## src/core/cic_pkg.sv

```systemverilog
// Register map, field layout and timing constants of the component input controls
package cic_pkg;
  localparam logic [7:0] ADDR_STATUS_ONE   = 8'h1E;
  localparam logic [7:0] ADDR_STATUS_TWO   = 8'h1F;
  localparam logic [7:0] ADDR_AIC_FIVE     = 8'h23;
  localparam logic [7:0] ADDR_GAIN_THREE   = 8'h24;
  localparam logic [7:0] ADDR_GAIN_FOUR    = 8'h25;
  localparam logic [7:0] ADDR_CDLY_SEL     = 8'h29;

  // Analog input control five fields
  localparam int unsigned AIC_OUT_SEL_BIT   = 7;
  localparam int unsigned AIC_PORT_EN_BIT   = 6;
  localparam int unsigned AIC_CLK_SEL_BIT   = 5;
  localparam int unsigned AIC_CLAMP_REF_BIT = 4;
  localparam int unsigned AIC_SRC_SW_BIT    = 2;
  localparam int unsigned AIC_G4_SIGN_BIT   = 1;
  localparam int unsigned AIC_G3_SIGN_BIT   = 0;
  localparam logic [7:0]  AIC_WR_MASK       = 8'hF7;

  // Component delay / pixel switch fields
  localparam int unsigned CDF_SW_EN_BIT   = 7;
  localparam int unsigned CDF_SW_POL_BIT  = 6;
  localparam int unsigned CDF_SW_DLY_HI   = 5;
  localparam int unsigned CDF_SW_DLY_LO   = 4;
  localparam int unsigned CDF_PEAK_BIT    = 3;
  localparam int unsigned CDF_CP_DLY_HI   = 2;
  localparam int unsigned CDF_CP_DLY_LO   = 0;

  // Status byte bit positions
  localparam int unsigned ST_INTERLACE    = 7;
  localparam int unsigned ST_UNLOCKED     = 6;
  localparam int unsigned ST_FIELD_RATE   = 5;
  localparam int unsigned ST_FOUR_LINE    = 3;
  localparam int unsigned ST_ANY_STRIPE   = 2;
  localparam int unsigned ST_COPY_PROT    = 1;
  localparam int unsigned ST_CAPTURE_RDY  = 0;
  localparam int unsigned ST1_HORIZ_UNLK  = 6;

  localparam logic [7:0] RESET_BYTE = 8'h00;
  localparam int unsigned PIX_W      = 8;
  localparam int unsigned GAIN_W     = 9;
  localparam int unsigned DLY_AW     = 6;
  localparam int unsigned STAT_N     = 9;

  // Delay taps around a common base, so negative shifts stay causal
  localparam logic [DLY_AW-1:0] TAP_BASE = 6'h14;
  localparam int unsigned PEAK_SHIFT    = 3;
  localparam logic [PIX_W-1:0] PIX_MAX  = 8'hFF;

  typedef enum logic [1:0] {
    CIC_SEL_STATIC,
    CIC_SEL_PIXEL
  } cic_sel_mode_t;

  // Component shift in pixels per delay code: 0,+4,+8,+12,-16,-12,-8,-4
  function automatic logic [DLY_AW-1:0] cic_comp_tap(input logic [2:0] code);
    logic [DLY_AW-1:0] t;
    t = TAP_BASE;
    case (code)
      3'h1:    t = TAP_BASE + 6'h04;
      3'h2:    t = TAP_BASE + 6'h08;
      3'h3:    t = TAP_BASE + 6'h0C;
      3'h4:    t = TAP_BASE - 6'h10;
      3'h5:    t = TAP_BASE - 6'h0C;
      3'h6:    t = TAP_BASE - 6'h08;
      3'h7:    t = TAP_BASE - 6'h04;
      default: t = TAP_BASE;
    endcase
    return t;
  endfunction

  // Switch shift per code relative to component: 0,+1,-2,-1
  function automatic logic [DLY_AW-1:0] cic_sw_tap(input logic [DLY_AW-1:0] comp,
                                                   input logic [1:0] code);
    logic [DLY_AW-1:0] t;
    t = comp;
    case (code)
      2'h1:    t = comp + 6'h01;
      2'h2:    t = comp - 6'h02;
      2'h3:    t = comp - 6'h01;
      default: t = comp;
    endcase
    return t;
  endfunction
endpackage : cic_pkg

```

## src/core/cic_sync.sv

```systemverilog
// Two-flop synchroniser for a group of status levels
module cic_sync #(
  parameter int unsigned WIDTH = 1
) (
  input  wire logic             ref_clk,
  input  wire logic             rst_n,
  input  wire logic             clk_en,
  input  wire logic [WIDTH-1:0] async_in,
  output logic      [WIDTH-1:0] sync_out
);
  for (genvar i = 0; i < WIDTH; i++) begin : g_bit
    logic meta_r;
    logic sync_r;

    always_ff @(posedge ref_clk or negedge rst_n) begin
      if (!rst_n) begin
        meta_r <= 1'b0;
        sync_r <= 1'b0;
      end else if (clk_en) begin
        meta_r <= async_in[i];
        sync_r <= meta_r;
      end
    end

    assign sync_out[i] = sync_r;
  end
endmodule // cic_sync

```

## src/core/cic_delay_line.sv

```systemverilog
// Tapped pixel delay memory with registered read data
module cic_delay_line
  import cic_pkg::*;
#(
  parameter int unsigned WIDTH = 8
) (
  input  wire logic              ref_clk,
  input  wire logic              rst_n,
  input  wire logic              clk_en,
  input  wire logic [WIDTH-1:0]  din,
  input  wire logic [DLY_AW-1:0] tap,
  output logic      [WIDTH-1:0]  dout
);
  logic [WIDTH-1:0]  mem [2**DLY_AW];
  logic [DLY_AW-1:0] wr_ptr_r;

  always_ff @(posedge ref_clk) begin
    if (clk_en) begin
      mem[wr_ptr_r] <= din;
    end
  end

  always_ff @(posedge ref_clk or negedge rst_n) begin
    if (!rst_n) begin
      wr_ptr_r <= '0;
      dout     <= '0;
    end else if (clk_en) begin
      wr_ptr_r <= wr_ptr_r + 6'h01;
      // Tap zero bypasses the memory
      dout     <= (tap == '0) ? din : mem[wr_ptr_r - tap];
    end
  end
endmodule // cic_delay_line

```

## src/core/cic_regs.sv

```systemverilog
// Component input control and status registers with pixel switch path
// Behaviour
// - Status byte two is read only
// - Bit 7 reads 1 for interlaced source
// - Bit 6 reads 0 only when both loops lock
// - Bit 5 reads 0 at 50 Hz, 1 at 60 Hz
// - Four-line stripe flag follows its detector
// - Bit 2 reads 1 for any stripe burst
// - Bit 0 ready only when all loops lock
// - Port enable bit drives converter port enable
// - Clock select picks line-locked or external clock
// - Clamp follows mode bit, or reference mode
// - Enabled indicator edges reset the gain loop
// - Channel three gain is nine-bit sign plus byte
// - Channel four gain is nine-bit sign plus byte
// - Switch enable allows per-pixel source selection
// - Polarity bit inverts per-pixel switch sense
// - Disabled switch keeps composite selected; polarity only drives static_high_modes
// - Switch delay code shifts switch timing
// - Peaking bit boosts component luminance
// - Component delay code shifts component video
// - Status byte one bit 6 shows horizontal unlock
module cic_regs
  import cic_pkg::*;
(
  input  wire logic                ref_clk,
  input  wire logic                rst_n,
  input  wire logic                clk_en,
  // Subaddress port of the serial control bus front end
  input  wire logic [7:0]          reg_addr,
  input  wire logic [7:0]          reg_wdata,
  input  wire logic                reg_wr,
  input  wire logic                reg_rd,
  output logic      [7:0]          reg_rdata,
  output logic                     reg_rvalid,
  // Live detector levels
  input  wire logic                interlaced_flag,
  input  wire logic                horiz_unlock_flag,
  input  wire logic                vert_unlock_in,
  input  wire logic                field_rate_flag,
  input  wire logic                four_line_stripe_flag,
  input  wire logic                any_stripe_flag,
  input  wire logic                copy_protect_flag,
  input  wire logic                loops_all_locked_in,
  input  wire logic                clamp_mode_bit,
  input  wire logic                source_switch_indicator_input,
  // Converter control
  output logic                     converter_port_enable,
  output logic                     converter_clock_select,
  output logic                     clamp_reference_select,
  output logic                     clamp_mode_effective,
  output logic                     gain_loop_reset,
  output logic [GAIN_W-1:0]        gain_three,
  output logic [GAIN_W-1:0]        gain_four,
  output logic                     analog_out_select_msb,
  // Video path
  input  wire logic [PIX_W-1:0]    composite_pix,
  input  wire logic [PIX_W-1:0]    component_pix,
  input  wire logic                pixel_switch_input,
  output logic [PIX_W-1:0]         pixel_out,
  output logic                     component_selected,
  output logic                     static_high_modes
);
  logic [7:0]        aic_five_r;
  logic [7:0]        gain_three_lo_r;
  logic [7:0]        gain_four_lo_r;
  logic [7:0]        cdf_r;
  logic [STAT_N-1:0] stat_sync;
  logic [7:0]        status_two;
  logic [7:0]        status_one;
  logic [7:0]        rd_mux;
  logic              indicator_d_r;
  logic [DLY_AW-1:0] comp_tap;
  logic [DLY_AW-1:0] sw_tap;
  logic [PIX_W-1:0]  comp_dly;
  logic [PIX_W-1:0]  cvbs_dly;
  logic              sw_dly;
  logic [PIX_W-1:0]  comp_prev_r;
  logic [PIX_W:0]    peak_sum;
  logic [PIX_W-1:0]  comp_peaked;
  logic              sel_comp;
  cic_sel_mode_t     sel_mode;

  // Detector levels into the register domain
  cic_sync #(
    .WIDTH (STAT_N)
  ) u_status_sync (
    .ref_clk  (ref_clk),
    .rst_n    (rst_n),
    .clk_en   (clk_en),
    .async_in ({source_switch_indicator_input, interlaced_flag, horiz_unlock_flag,
                vert_unlock_in, field_rate_flag, four_line_stripe_flag,
                any_stripe_flag, copy_protect_flag, loops_all_locked_in}),
    .sync_out (stat_sync)
  );

  // Status bytes assembled from synchronised levels
  always_comb begin
    status_two = RESET_BYTE;
    status_two[ST_INTERLACE]   = stat_sync[7];
    status_two[ST_UNLOCKED]    = stat_sync[6] | stat_sync[5];
    status_two[ST_FIELD_RATE]  = stat_sync[4];
    status_two[ST_FOUR_LINE]   = stat_sync[3];
    status_two[ST_ANY_STRIPE]  = stat_sync[2];
    status_two[ST_COPY_PROT]   = stat_sync[1];
    status_two[ST_CAPTURE_RDY] = stat_sync[0] & ~stat_sync[6] & ~stat_sync[5];
    status_one = RESET_BYTE;
    status_one[ST1_HORIZ_UNLK] = stat_sync[6];
  end

  // Register writes; status addresses have no storage
  always_ff @(posedge ref_clk or negedge rst_n) begin
    if (!rst_n) begin
      aic_five_r      <= RESET_BYTE;
      gain_three_lo_r <= RESET_BYTE;
      gain_four_lo_r  <= RESET_BYTE;
      cdf_r           <= RESET_BYTE;
    end else if (clk_en && reg_wr) begin
      case (reg_addr)
        ADDR_AIC_FIVE:   aic_five_r      <= reg_wdata & AIC_WR_MASK;
        ADDR_GAIN_THREE: gain_three_lo_r <= reg_wdata;
        ADDR_GAIN_FOUR:  gain_four_lo_r  <= reg_wdata;
        ADDR_CDLY_SEL:   cdf_r           <= reg_wdata;
        default:         ;
      endcase
    end
  end

  always_comb begin
    case (reg_addr)
      ADDR_STATUS_ONE: rd_mux = status_one;
      ADDR_STATUS_TWO: rd_mux = status_two;
      ADDR_AIC_FIVE:   rd_mux = aic_five_r;
      ADDR_GAIN_THREE: rd_mux = gain_three_lo_r;
      ADDR_GAIN_FOUR:  rd_mux = gain_four_lo_r;
      ADDR_CDLY_SEL:   rd_mux = cdf_r;
      default:         rd_mux = RESET_BYTE;
    endcase
  end

  // Read answer one cycle after the strobe
  always_ff @(posedge ref_clk or negedge rst_n) begin
    if (!rst_n) begin
      reg_rdata  <= RESET_BYTE;
      reg_rvalid <= 1'b0;
    end else if (clk_en) begin
      reg_rvalid <= reg_rd;
      if (reg_rd) begin
        reg_rdata <= rd_mux;
      end
    end
  end

  // Converter controls
  always_ff @(posedge ref_clk or negedge rst_n) begin
    if (!rst_n) begin
      converter_port_enable  <= 1'b0;
      converter_clock_select <= 1'b0;
      clamp_reference_select <= 1'b0;
      clamp_mode_effective   <= 1'b0;
      analog_out_select_msb  <= 1'b0;
      gain_three             <= '0;
      gain_four              <= '0;
    end else if (clk_en) begin
      converter_port_enable  <= aic_five_r[AIC_PORT_EN_BIT];
      converter_clock_select <= aic_five_r[AIC_CLK_SEL_BIT];
      clamp_reference_select <= aic_five_r[AIC_CLAMP_REF_BIT];
      clamp_mode_effective   <= aic_five_r[AIC_CLAMP_REF_BIT] ? 1'b0 : clamp_mode_bit;
      analog_out_select_msb  <= aic_five_r[AIC_OUT_SEL_BIT];
      gain_three <= {aic_five_r[AIC_G3_SIGN_BIT], gain_three_lo_r};
      gain_four  <= {aic_five_r[AIC_G4_SIGN_BIT], gain_four_lo_r};
    end
  end

  // Any slope on the indicator resets the gain loop
  always_ff @(posedge ref_clk or negedge rst_n) begin
    if (!rst_n) begin
      indicator_d_r   <= 1'b0;
      gain_loop_reset <= 1'b0;
    end else if (clk_en) begin
      indicator_d_r   <= stat_sync[8];
      gain_loop_reset <= aic_five_r[AIC_SRC_SW_BIT] & (stat_sync[8] ^ indicator_d_r);
    end
  end

  // Video alignment taps
  assign comp_tap = cic_comp_tap(cdf_r[CDF_CP_DLY_HI:CDF_CP_DLY_LO]);
  assign sw_tap   = cic_sw_tap(comp_tap, cdf_r[CDF_SW_DLY_HI:CDF_SW_DLY_LO]);

  cic_delay_line #(
    .WIDTH (PIX_W)
  ) u_comp_dly (
    .ref_clk (ref_clk),
    .rst_n   (rst_n),
    .clk_en  (clk_en),
    .din     (component_pix),
    .tap     (comp_tap),
    .dout    (comp_dly)
  );

  cic_delay_line #(
    .WIDTH (PIX_W)
  ) u_cvbs_dly (
    .ref_clk (ref_clk),
    .rst_n   (rst_n),
    .clk_en  (clk_en),
    .din     (composite_pix),
    .tap     (TAP_BASE),
    .dout    (cvbs_dly)
  );

  cic_delay_line #(
    .WIDTH (1)
  ) u_sw_dly (
    .ref_clk (ref_clk),
    .rst_n   (rst_n),
    .clk_en  (clk_en),
    .din     (pixel_switch_input),
    .tap     (sw_tap),
    .dout    (sw_dly)
  );

  // Simple high-frequency lift on component luminance
  always_ff @(posedge ref_clk or negedge rst_n) begin
    if (!rst_n) begin
      comp_prev_r <= '0;
    end else if (clk_en) begin
      comp_prev_r <= comp_dly;
    end
  end

  always_comb begin
    peak_sum = {1'b0, comp_dly};
    if (comp_dly > comp_prev_r) begin
      peak_sum = {1'b0, comp_dly} + {1'b0, (comp_dly - comp_prev_r) >> PEAK_SHIFT};
    end
    comp_peaked = comp_dly;
    if (cdf_r[CDF_PEAK_BIT]) begin
      comp_peaked = peak_sum[PIX_W] ? PIX_MAX : peak_sum[PIX_W-1:0];
    end
  end

  // Source selection per pixel or static
  always_comb begin
    sel_mode = cdf_r[CDF_SW_EN_BIT] ? CIC_SEL_PIXEL : CIC_SEL_STATIC;
    case (sel_mode)
      CIC_SEL_PIXEL:  sel_comp = sw_dly ^ cdf_r[CDF_SW_POL_BIT];
      CIC_SEL_STATIC: sel_comp = 1'b0;
      default:        sel_comp = 1'b0;
    endcase
  end

  always_ff @(posedge ref_clk or negedge rst_n) begin
    if (!rst_n) begin
      pixel_out          <= '0;
      component_selected <= 1'b0;
      static_high_modes  <= 1'b0;
    end else if (clk_en) begin
      pixel_out          <= sel_comp ? comp_peaked : cvbs_dly;
      component_selected <= sel_comp;
      static_high_modes  <= ~cdf_r[CDF_SW_EN_BIT] & cdf_r[CDF_SW_POL_BIT];
    end
  end

  // Checks
  chk_status_readonly: assert property (@(posedge ref_clk) disable iff (!rst_n)
    (clk_en && reg_wr && reg_addr == ADDR_STATUS_TWO) |=> $stable(aic_five_r) && $stable(cdf_r))
    else $error("status write altered control state");
  chk_interlace_read: assert property (@(posedge ref_clk) disable iff (!rst_n)
    (clk_en && reg_rd && reg_addr == ADDR_STATUS_TWO)
      |=> reg_rvalid && reg_rdata[ST_INTERLACE] == $past(stat_sync[7]))
    else $error("interlace bit mismatch");
  chk_lock_flag: assert property (@(posedge ref_clk) disable iff (!rst_n)
    status_two[ST_UNLOCKED] == (stat_sync[6] || stat_sync[5]))
    else $error("loop lock flag wrong");
  chk_capture_ready: assert property (@(posedge ref_clk) disable iff (!rst_n)
    status_two[ST_CAPTURE_RDY] |-> !status_two[ST_UNLOCKED])
    else $error("capture ready while unlocked");
  chk_sync_latency: assert property (@(posedge ref_clk) disable iff (!rst_n)
    (clk_en [*3]) |-> stat_sync[4] == $past(field_rate_flag, 2))
    else $error("field rate not synchronised in two cycles");
  chk_clamp_select: assert property (@(posedge ref_clk) disable iff (!rst_n)
    (clk_en && aic_five_r[AIC_CLAMP_REF_BIT]) |=> !clamp_mode_effective)
    else $error("clamp mode passed in reference mode");
  chk_gain_reset_edge: assert property (@(posedge ref_clk) disable iff (!rst_n)
    (clk_en && !aic_five_r[AIC_SRC_SW_BIT]) |=> !gain_loop_reset)
    else $error("gain reset while indicator disabled");
  chk_gain_three: assert property (@(posedge ref_clk) disable iff (!rst_n)
    (clk_en && reg_wr && reg_addr == ADDR_GAIN_THREE) ##1 clk_en
      |=> gain_three[PIX_W-1:0] == $past(reg_wdata, 2))
    else $error("gain three low byte not applied");
  chk_port_enable: assert property (@(posedge ref_clk) disable iff (!rst_n)
    clk_en |=> converter_port_enable == $past(aic_five_r[AIC_PORT_EN_BIT]))
    else $error("port enable not following control");
  chk_pixel_select: assert property (@(posedge ref_clk) disable iff (!rst_n)
    (clk_en && cdf_r[CDF_SW_EN_BIT]) |=> component_selected == $past(sw_dly ^ cdf_r[CDF_SW_POL_BIT]))
    else $error("pixel switch polarity wrong");

  // Status bytes against live detector levels
  chk_interlace_live: assert property (@(posedge ref_clk) disable iff (!rst_n)
    (clk_en [*3]) |-> status_two[ST_INTERLACE] == $past(interlaced_flag, 2))
    else $error("interlace flag not following detector");
  chk_unlock_live: assert property (@(posedge ref_clk) disable iff (!rst_n)
    (clk_en [*3]) |-> status_two[ST_UNLOCKED] ==
      ($past(horiz_unlock_flag, 2) || $past(vert_unlock_in, 2)))
    else $error("unlock flag not following detectors");
  chk_field_live: assert property (@(posedge ref_clk) disable iff (!rst_n)
    (clk_en [*3]) |-> status_two[ST_FIELD_RATE] == $past(field_rate_flag, 2))
    else $error("field rate flag not following detector");
  chk_four_line_live: assert property (@(posedge ref_clk) disable iff (!rst_n)
    (clk_en [*3]) |-> status_two[ST_FOUR_LINE] == $past(four_line_stripe_flag, 2))
    else $error("four-line stripe flag not following detector");
  chk_stripe_live: assert property (@(posedge ref_clk) disable iff (!rst_n)
    (clk_en [*3]) |-> status_two[ST_ANY_STRIPE] == $past(any_stripe_flag, 2))
    else $error("stripe flag not following detector");
  chk_ready_live: assert property (@(posedge ref_clk) disable iff (!rst_n)
    (clk_en [*3]) |-> status_two[ST_CAPTURE_RDY] == ($past(loops_all_locked_in, 2) &&
      !$past(horiz_unlock_flag, 2) && !$past(vert_unlock_in, 2)))
    else $error("capture ready not following lock detectors");
  chk_horiz_live: assert property (@(posedge ref_clk) disable iff (!rst_n)
    (clk_en [*3]) |-> status_one[ST1_HORIZ_UNLK] == $past(horiz_unlock_flag, 2))
    else $error("horizontal unlock flag not following detector");

  // Register fields reaching their outputs
  chk_clock_select: assert property (@(posedge ref_clk) disable iff (!rst_n)
    clk_en |=> converter_clock_select == $past(aic_five_r[AIC_CLK_SEL_BIT]))
    else $error("clock select not following control");
  chk_clamp_follow: assert property (@(posedge ref_clk) disable iff (!rst_n)
    (clk_en && !aic_five_r[AIC_CLAMP_REF_BIT])
      |=> clamp_mode_effective == $past(clamp_mode_bit))
    else $error("clamp mode not followed outside reference mode");
  chk_gain_four: assert property (@(posedge ref_clk) disable iff (!rst_n)
    clk_en |=> gain_four == {$past(aic_five_r[AIC_G4_SIGN_BIT]), $past(gain_four_lo_r)})
    else $error("gain four not sign bit over low byte");
  chk_gain_pulse: assert property (@(posedge ref_clk) disable iff (!rst_n)
    (clk_en && aic_five_r[AIC_SRC_SW_BIT] && $changed(stat_sync[8])) |=> gain_loop_reset)
    else $error("indicator edge did not reset gain loop");
  chk_static_pixel: assert property (@(posedge ref_clk) disable iff (!rst_n)
    (clk_en && !cdf_r[CDF_SW_EN_BIT])
      |=> !component_selected && static_high_modes == $past(cdf_r[CDF_SW_POL_BIT]))
    else $error("static selection wrong with switch disabled");
endmodule // cic_regs

```

## config.mk

```make
export PLATFORM = sky130hd
export DESIGN_NAME = cic_regs
export DESIGN_NICKNAME = d
export VERILOG_FILES = /design/src/core/cic_pkg.sv /design/src/core/cic_sync.sv /design/src/core/cic_delay_line.sv /design/src/core/cic_regs.sv
export SDC_FILE = /design/constraint.sdc
export NUM_CORES = 1
export LEC_CHECK = 0
export BUFFER_PORTS_ARGS = -buffer_cell sky130_fd_sc_hd__buf_4
export CORE_AREA = 10 10 467 469
export CTS_CLUSTER_DIAMETER = 60
export DETAILED_ROUTE_END_ITERATION = 16
export DIE_AREA = 0 0 477 479
export GPL_TIMING_DRIVEN = 0
export SKIP_CTS_REPAIR_TIMING = 1
export SLEW_MARGIN = 20
export SYNTH_ARGS = -nofsm -noshare
export SYNTH_HDL_FRONTEND = slang
export SYNTH_SLANG_ARGS = --single-unit
```

## constraint.sdc

```tcl
create_clock -name ref_clk -period 4.6 [get_ports ref_clk]
set_input_delay 0.92 -clock ref_clk [delete_from_list [all_inputs] [get_ports ref_clk]]
set_output_delay 0.92 -clock ref_clk [all_outputs]
set_load 0.01 [all_outputs]
```

# After elaboration in Yosys (flattened, before gate mapping)
# Memories as Yosys holds them, arrays and structs flattened. A register that Yosys moved wholly into a read port is not among the register bits.
# Cells that the tools add are included.
[word_totals] ff_bits=119 ramBits=1088 in_bits=48 out_inout_bits=43 elab_cells=103 n_memories=3
[memory_table] name="u_comp_dly.mem" words=64 width=8 read_ports=1 rd_clocked_by_memory_dff=1 wr=1 line="cic_delay_line.sv:14" source="logic [WIDTH-1:0] mem [2**DLY_AW];"
[memory_table] name="u_cvbs_dly.mem" words=64 width=8 read_ports=1 rd_clocked_by_memory_dff=1 wr=1 line="cic_delay_line.sv:14"
[memory_table] name="u_sw_dly.mem" words=64 width=1 read_ports=1 rd_clocked_by_memory_dff=1 wr=1 line="cic_delay_line.sv:14"
[op_classes] n_addsub=11 magnitude_cmp=1 eq_ne=17 mux=12 bitwise=10 n_reduce_logical=9
[ops] operator="$pmux W8 S6" n=1
[ops] operator="$pmux W6 S7" n=1
[ops] operator="$eq A8 B6 Y1 const B" n=4
[ops] operator="$add A6 B1 Y6 const B" n=4
[ops] operator="$mux W8" n=3
[ops] operator="$pmux W6 S3" n=1
[ops] operator="$eq A8 B5 Y1 const B" n=2
[ops] operator="$eq A3 B3 Y1 const B" n=4
[ops] operator="$sub A6 B6 Y6" n=2
[ops] operator="$reduce_and A2 Y1" n=5
[ops] operator="$add A8 B5 Y9" n=1
[ops] operator="$mux W9" n=1
[ops] operator="$gt A8 B8 Y1" n=1
[ops] operator="$sub A8 B8 Y8" n=1
[ops] operator="$eq A3 B2 Y1 const B" n=2
[ops] operator="$sub A6 B1 Y6 const B" n=1
[ops] operator="$sub A6 B2 Y6 const B" n=1
[ops] operator="$sub A6 B5 Y6 const B" n=1
[ops] operator="$mux W1" n=5
[ops] operator="$and A1 B1 Y1" n=4
[ops] operator="$eq A2 B2 Y1 const B" n=2
[ops] operator="$eq A3 B1 Y1 const B" n=1
[ops] operator="$logic_not A1 Y1" n=3
[ops] operator="$not A1 Y1" n=3
[ops] operator="5 further kinds" n=6

# Longest topological paths before layout
# Gate-level depths: netlist (run 1).
[logic_depth] depth_word=6 ltp_mapped=17 mapped_depth_nobuf=17

# Cells and area by module
# From an unflattened synthesis (run 1), not the netlist that was laid out.
[hier_totals] cells_unflattened=2721 hier_area_um2=51025.2
[modules_own_cells] module="cic_delay_line at u_cvbs_dly" instances=1 cells_per_inst=998 area_per_inst_um2=21156.5
[modules_own_cells] module="cic_delay_line at u_comp_dly" instances=1 cells_per_inst=999 area_per_inst_um2=21121.5
[modules_own_cells] module="cic_regs" instances=1 cells_per_inst=401 area_per_inst_um2=4364.2
[modules_own_cells] module="cic_delay_line at u_sw_dly" instances=1 cells_per_inst=276 area_per_inst_um2=3593.4
[modules_own_cells] module="cic_sync" instances=1 cells_per_inst=47 area_per_inst_um2=789.5

# Worst setup path after synthesis (run 1)
# Ideal clock, no wire load.
[synth_path] path_kind="register to register" startpoint="register cdf_r[5]" endpoint="register u_sw_dly.dout, read port of u_sw_dly.mem" setup_ps=126 arrival_ps=3350 path_slack_ps=1124 stages_incl_launch_ff=14 path_buffers=2 period_less_slack_ps=3476 cell_sequence="dfrtp_1 -> clkbuf_1 -> and2_1 -> ha_1 -> fa_1 -> a21oi_1 -> ha_1 -> or3_1 -> and2_1 -> buf_6 -> mux2_4 -> o2bb2ai_1 -> a211oi_1 -> a221o_1"
[synth_via] elab_chain_len=3 word_cells_on_any_way=5 classes_between="1 x add/sub; 3 x eq/ne; 1 x mux"
[synth_lines] element="from (decl)" line="cic_regs.sv:67" source="logic [7:0] cdf_r;"
[synth_lines] element="from (signal assigned)" line="cic_regs.sv:123" source="ADDR_CDLY_SEL: cdf_r <= reg_wdata;"
[synth_lines] element="$eq A2 B2 Y1 / $eq A2 B1 Y1 (equally long branches)" line="cic_pkg.sv:77" source="case (code)"
[synth_lines] element="$pmux W6 S3 (*)" line="cic_pkg.sv:77"
[synth_lines] element="$sub A6 B6 Y6 (*)" line="cic_delay_line.sv:30" source="dout <= (tap == '0) ? din : mem[wr_ptr_r - tap];"
[synth_lines] element="to (decl)" line="cic_delay_line.sv:12" source="output logic [WIDTH-1:0] dout"
# Mark *: on every way between the ends. The rest lies on a longest branch, timed or not.
# A chain may end at the register's enable or synchronous reset.

# Worst setup path in the final report (run 1)
[layout_path] startpoint="register u_cvbs_dly.wr_ptr_r[2]" endpoint="register u_cvbs_dly.dout[0], read port of u_cvbs_dly.mem"
[layout_via] elab_chain_len=1
[layout_lines] element="from (decl)" line="cic_delay_line.sv:15" source="logic [DLY_AW-1:0] wr_ptr_r;"
[layout_lines] element="from (signal assigned)" line="cic_delay_line.sv:28" source="wr_ptr_r <= wr_ptr_r + 6'h01;"
[layout_lines] element="$sub A6 B5 Y6" line="cic_delay_line.sv:30"
[layout_lines] element="to (decl)" line="cic_delay_line.sv:12"
# Every way passes these cells.

==> flow_metrics.tcl, run 1 <==
set metrics [dict create \
    regToRegStartpoint "u_cvbs_dly.wr_ptr_r[2]" \
    yosys-top-cells-area "edfxtp_1 (66%), mux4_2 (7.9%), dfrtp_1 (6.8%)" \
    post_synth_num_cell_types 71 \
    power.total_mw 36.19 \
    power.density_cell_area_nw_per_um2 625.5 \
    power_frac_clock_pct 26.9 \
    ctsLongestPathBuffers 3 \
    core_footprint_sq_um 208700 \
    layout.nets 3194 \
    worst_pin_slew_ns 1.286 \
    synth_cells 2902 \
    cts.sink_count 1224 \
    worst_case_clock_skew_ns 0.04211 \
    tritoncts.num_buffers 118 \
    critical_path_required_ns 5.21 \
    maxCapViolations 0 \
    worstPathArrival_ns 5.27 \
    cell_count_post_placement 5798 \
    fin_hold_ws_ns 0.06582 \
    setup_viol 1 \
    end_kind "flop" \
    synth_flop_cell "edfxtp_1" \
    floorplan.die.width_um 477 \
    synth.top_cell.area_share_pct 65.67 \
    grt_first_pass_wirelength_um 208600 \
    switching_share_pct 37.50 \
    clock_latency_ns 0.77 \
    die_h_um 479 \
    seq_power_share_pct 36.2 \
    clkSlewWorstSetupHoldPaths_ns 0.07 \
    clockRootBuffer "clkbuf_16" \
    violations_in_the_final_reports "negative setup slack" \
    synth_enable_flop_cells 1088 \
    critPathMaxFanout 19 \
    worst_setup_path_startpoint "u_cvbs_dly.wr_ptr_r[2]" \
    max_freq_mhz 214.5 \
    hold_fails_final_rpt 0 \
    fp.dieArea_sq_um 228500 \
    routed-via-count 28520 \
    port_buffers 90 \
    initial_utilization_pct 23.84 \
    drt_iter0_drc 3611 \
    placementRows 168 \
    setup_ws_final_ns -0.06211 \
    syn-mean-instance-area_sq_um 17.14 \
    globalRouteOverflowTotal 0 \
    worst-setup-path-type "reg2reg" \
    power.share.combinational_pct 37.0 \
    seq_area_frac_synth_pct 72.51 \
    dp_slack_ns -1.269 \
    route.detailed.wl_per_inst_um 24.41 \
    post_synthesis_net_count 2984 \
    worstHoldPathType "in2async" \
    fin_crit_ns 4.662 \
    final_total_negative_setup_slack_ns -0.06211 \
    cp-start-kind "flop" \
    grt_antenna_before_repair 8 \
    h-tree-depth 3 \
    area_growth_syn_to_layout_pct 16.29 \
    dp.final_hpwl_um 95570 \
    mappedNetlistArea_sq_um 49750 \
    drt_pre_antenna_iters 6 \
    period_share_pct 101.4 \
    synth-warning-count 0 \
    antenna_left 0 \
    number_of_slew_limit_violations_in_the_final_report 0 \
    outcome "complete, but fails checks" \
    io_pins 91 \
    design_area_sq_um 57860 \
    peakVddDrop_v 0.0003832 \
    ys_seq_elements 1224 \
    max_slew_margin_pct 12.06 \
    post_dp_cell_area_sq_um 53970 \
    intPower_mw 22.62 \
    postLayoutCoreUtil_pct 27.72 \
    rsz_0062_raised_after_global_routing "false" \
    cts_tree "done" \
    wirelength_um 147000 \
    leakage_dissipation_nw 18.69 \
    drc 0 \
    synth_largest_area_cell "edfxtp_1" \
    gp_congestion 0.9691 \
    p_sw_mw 13.57 \
    fraction_of_final_layout_cells_sized_beyond_drive_strength_1_pct 20.85 \
    via_per_inst 4.735 \
    grt_max_degree 97 \
    synth-async-reset-ratio_pct 11.11 \
    post_layout_nonfiller_instances 6023 \
    via_count_of_the_first_global_routing_pass 28470 \
    gr-usage-all-layers_pct 12.33 \
]
## path summary, 6_finish.rpt
check | to | slack, ns | cells after the start
max in group asynchronous | u_status_sync.g_bit[0].meta_r | 3.64 | 2
min | u_cvbs_dly.dout[1] | 0.07 | 1
min reg2reg | reg_rdata[5] | 0.48 | 2
min in group ref_clk | clamp_mode_effective | 0.39 | 2
max reg2reg | u_cvbs_dly.dout[0] | -0.06 | 10
max | u_cvbs_dly.dout[0] | -0.06 | 10
## routing by layer
| layer | share of wire (%) | global-route usage (%) | routed length, um |
|---|---|---|---|
| met1 | 40 | 15.85 | 58300 |
| met2 | 45 | 18.89 | 65620 |
| met3 | 9.8 | 3.257 | 14460 |
| met4 | 5.9 | 6.811 | 8621 |
| met5 | 0.020 | 0 | 29 |
## logic make-up (layout without fill, tap and decap cells)
kind of cell | after synthesis | in the layout | share of synthesized area, %
DFF | 1224 | 1224 | 72.51
and+or+nand+nor | 533 | 533 | 4.700
AOI/OAI and AO/OA | 438 | 438 | 6.011
muxes | 420 | 420 | 13.21
buffers and inverters | 217 | 529 | 1.992
xor gates and xnor gates | 36 | 36 | 0.6639
adders and majority gates | 34 | 34 | 0.9154
other | 0 | 4 | 0
## flip-flops by register name, indices dropped and copies added, names as in the netlist, 6 cells and up
name	count
aic_five_r	7
cdf_r	8
comp_prev_r	8
gain_four	9
gain_four_lo_r	8
gain_three	9
gain_three_lo_r	8
pixel_out	8
reg_rdata	8
u_comp_dly.dout	8
u_comp_dly.mem	512
u_comp_dly.wr_ptr_r	6
u_cvbs_dly.dout	8
u_cvbs_dly.mem	512
u_cvbs_dly.wr_ptr_r	6
u_status_sync.g_bit.meta_r	9
u_status_sync.g_bit.sync_r	9
u_sw_dly.mem	64
u_sw_dly.wr_ptr_r	6
## cell type report
| class | count | area (sq um) |
|---|---|---|
| diodes | 4 | 10.01 |
| plain buffers | 177 | 852.1 |
| clock buffers | 158 | 3193 |
| clock inverters | 64 | 668.1 |
| fillers | 20870 | 150900 |
| inverters | 39 | 146.4 |
| multi-input cells | 1461 | 12690 |
| flip-flops and latches | 1224 | 36070 |
| well taps | 2805 | 3510 |
| repair buffers | 91 | 710.7 |
## synthesized netlist by cell type, types with 6 or more instances
master / number
edfxtp_1: 1088
nor2_1: 264
mux4_2: 175
dfrtp_1: 136
mux2_2: 131
nand2_1: 113
mux2i_1: 111
o21ai_0: 98
clkbuf_1: 87
a21oi_1: 83
buf_2: 54
a22oi_1: 48
a221oi_1: 44
nand3_1: 38
a211oi_1: 37
inv_1: 37
nor2b_1: 33
ha_1: 30
nor3_1: 23
xnor2_1: 20
buf_4: 19
o211ai_1: 18
o221ai_1: 15
nand4_1: 14
xor2_1: 14
buf_1: 13
a22o_1: 9
a31oi_1: 9
nand2b_1: 9
a311oi_1: 8
o22ai_1: 8
a211o_1: 7
a221o_1: 7
o2111ai_1: 7
nand3b_1: 6
## cell usage in the layout, fill, tap and decap left out, types with 7 or more instances in the layout
master	n
edfxtp_1	1088
nor2_1	264
mux4_2	175
dfrtp_1	136
mux2_2	131
clkbuf_16	118
nand2_1	113
clkbuf_1	112
mux2i_1	111
buf_4	108
o21ai_0	98
a21oi_1	83
buf_2	54
a22oi_1	48
a221oi_1	44
nand3_1	38
inv_1	37
a211oi_1	37
nor2b_1	33
ha_1	29
nor3_1	23
clkinv_2	21
xnor2_1	20
clkinv_1	18
o211ai_1	18
o221ai_1	15
xor2_1	14
nand4_1	14
buf_1	13
nand2b_1	9
a31oi_1	9
a22o_1	9
clkbuf_8	9
o22ai_1	8
a311oi_1	8
bufinv_16	8
a221o_1	7
a211o_1	7
o2111ai_1	7
## power groups by stage
stage | Sequential, mW | Clock, mW | Combinational, mW
after floorplan | 13.1 | 0 | 7.87
after global routing | 13.1 | 10.3 | 13.8
after detailed placement | 13.3 | 0 | 13.0
final | 13.1 | 9.73 | 13.4
after global placement | 13.3 | 0 | 12.9
after CTS | 13.1 | 9.85 | 13.0
## worst max-delay path, cell delays in order, from the launching register on
cell	delay, ns
dfrtp_1	0.47
buf_4	0.23
inv_1	0.13
clkbuf_2	0.49
ha_2	0.66
clkbuf_2	0.37
clkbuf_2	0.56
a2111oi_0	0.21
nor3_1	0.65
a31oi_1	0.21
a211oi_1	0.50
Power figures use the tool's default switching activity.
==> run 2, diff against run 1 <==
--- a/config.mk
+++ b/config.mk
@@ -11,6 +11,7 @@
 export DETAILED_ROUTE_END_ITERATION = 16
 export DIE_AREA = 0 0 477 479
 export GPL_TIMING_DRIVEN = 0
+export RECOVER_POWER = 25
 export SKIP_CTS_REPAIR_TIMING = 1
 export SLEW_MARGIN = 20
 export SYNTH_ARGS = -nofsm -noshare
==> flow_metrics.tcl, run 2 (synthesis gave the netlist of run 1 again) <==
set metrics [dict create \
    setup_ws_final_ns -0.05907 \
    area_growth_syn_to_layout_pct 16.15 \
    worst_case_clock_skew_ns 0.03930 \
    final_total_negative_setup_slack_ns -0.05907 \
    clockRootBuffer "clkbuf_16" \
    routed-via-count 28520 \
    post_layout_nonfiller_instances 6023 \
    cts.sink_count 1224 \
    fp.dieArea_sq_um 228500 \
    wl_met2_um 65410 \
    violations_in_the_final_reports "max-capacitance violations, max-slew violations, negative setup slack" \
    cp_cell_sequence "buf_4 > inv_1 > clkbuf_2 > ha_2 > clkbuf_2 > clkbuf_2 > a2111oi_0 > nor3_1 > a31oi_1 > a211oi_1" \
    grt_antenna_before_repair 9 \
    worst_path_largest_cell_delay_ns 0.65 \
    reg_top3 "u_comp_dly.mem (512), u_cvbs_dly.mem (512), u_sw_dly.mem (64)" \
    layout.nets 3194 \
    peakVddDrop_v 0.0003805 \
    gr-usage-all-layers_pct 12.33 \
    max_freq_mhz 214.6 \
    worst_path_max_delay_cell "ha_2" \
    final_cell_mix "edfxtp_1 (1088), nor2_1 (264), mux4_2 (175)" \
    dp.final_hpwl_um 95570 \
    placementRows 168 \
    route.detailed.wl_per_inst_um 24.44 \
    rsz_0062_raised_after_global_routing "false" \
    globalRouteOverflowTotal 0 \
    end_kind "flop" \
    number_of_slew_limit_violations_in_the_final_report 692 \
    drt_iter0_drc 3497 \
    drt_pre_antenna_iters 6 \
    fillerInstances 20870 \
    ctsLongestPathBuffers 3 \
    clkSlewWorstSetupHoldPaths_ns 0.07 \
    power.density_cell_area_nw_per_um2 626.3 \
    initial_utilization_pct 23.84 \
    cts_tree "done" \
    io_pins 91 \
    wirelength_met1_um 58880 \
    route.top_layer_used "met5" \
    worstPathArrival_ns 5.27 \
    port_buffers 90 \
    worst-setup-path-type "reg2reg" \
    cp-start-kind "flop" \
    grt_max_degree 97 \
    dr_wl_met3_um 14110 \
    clock_latency_ns 0.77 \
    worstHoldPathType "in2reg" \
    fin_crit_ns 4.659 \
    critical_path_required_ns 5.21 \
    path_common_cell "clkbuf_2" \
    critPathMaxFanout 19 \
    grt_first_pass_wirelength_um 208600 \
    tritoncts.num_buffers 118 \
    floorplan.die.width_um 477 \
    max_slew_margin_pct -116.5 \
    wirelength_um 147200 \
    core_footprint_sq_um 208700 \
    setup_viol 1 \
    worst_pin_slew_ns 3.247 \
    hold_fails_final_rpt 0 \
    via_per_inst 4.735 \
    layout_commonest_cell "edfxtp_1" \
    drc 0 \
    period_share_pct 101.3 \
    h-tree-depth 3 \
    maxCapViolations 11 \
    fraction_of_final_layout_cells_sized_beyond_drive_strength_1_pct 20.50 \
    cell_count_post_placement 5798 \
    outcome "complete, but fails checks" \
    via_count_of_the_first_global_routing_pass 28470 \
    die_h_um 479 \
    gp_congestion 0.9691 \
    antenna_left 0 \
    leakage_dissipation_nw 18.64 \
]
[run 2: cell types whose count changed in the layout (fill, tap and decap cells not counted)]
cell | before | now
buf_4 | 108 | 98
clkbuf_4 | 0 | 1
clkbuf_1 | 112 | 123
buf_8 | 1 | 0
buf_16 | 1 | 0
[run 2: layout make-up]
type	count	area, sq um	share of cell area (%)
timing repair buffer	91	641.9	1.111
antenna	4	10.01	0.01732
tap	2805	3510	6.073
clock inverter	64	668.1	1.156
inverter	39	146.4	0.2533
multi-input combinational	1461	12690	21.96
buffer	177	852.1	1.475
sequential	1224	36070	62.43
clock buffer	158	3193	5.526
[run 2: worst paths after layout]
kind | from | endpoint | slack, ns | cells after the start
min | clamp_mode_bit | clamp_mode_effective | 0.39 | 2
max | u_cvbs_dly.wr_ptr_r[2] | u_cvbs_dly.dout[0] | -0.06 | 10
max reg2reg | u_cvbs_dly.wr_ptr_r[2] | u_cvbs_dly.dout[0] | -0.06 | 10
max in group asynchronous | rst_n | u_status_sync.g_bit[5].meta_r | 0.86 | 2
min in group asynchronous | rst_n | gain_four[7] | 1.07 | 1
min reg2reg | reg_rdata[5] | reg_rdata[5] | 0.48 | 2
[run 2: where the power goes]
| part | leakage [nW] | switching, mW | internal [mW] | total, mW |
|---|---|---|---|---|
| combinational | 5.23 | 8.83 | 4.53 | 13.4 |
| sequential | 11.5 | 0.372 | 12.7 | 13.1 |
| clock | 1.88 | 4.36 | 5.37 | 9.73 |
[run 2: through the flow]
stage / util, % / cell area [sq um] / setup slack [ns] / hold slack (ns) / total power, mW
2_1_floorplan: - / 49750 / 1.124 / 0.4725 / 21.00
3_3_place_gp: 25.84 / 53940 / -1.327 / 0.4689 / 26.22
3_5_place_dp: 25.86 / 53970 / -1.269 / 0.4769 / 26.29
4_1_cts: 27.71 / 57840 / -1.325 / 0.03585 / 35.96
5_1_grt: 27.68 / 57780 / 0.01425 / 0.3663 / 37.25
6_report: 27.68 / 57790 / -0.05907 / 0.3857 / 36.19
[run 2: critical path: cells and delay by family, from the launching register on]
| kind | cells | cell delay (ns) |
|---|---|---|
| fa+ha+maj | 1 | 0.65 |
| buf+inv | 5 | 1.78 |
| flops | 1 | 0.47 |
| compound gates | 3 | 0.92 |
| simple gates | 1 | 0.65 |
[run 2: routing by layer]
layer / vias to the layer above / global-route usage [%]
li1: 11930 / -
met1: 14680 / 15.85
met2: 1558 / 18.89
met3: 354 / 3.257
met4: 4 / 6.811
met5: - / 0
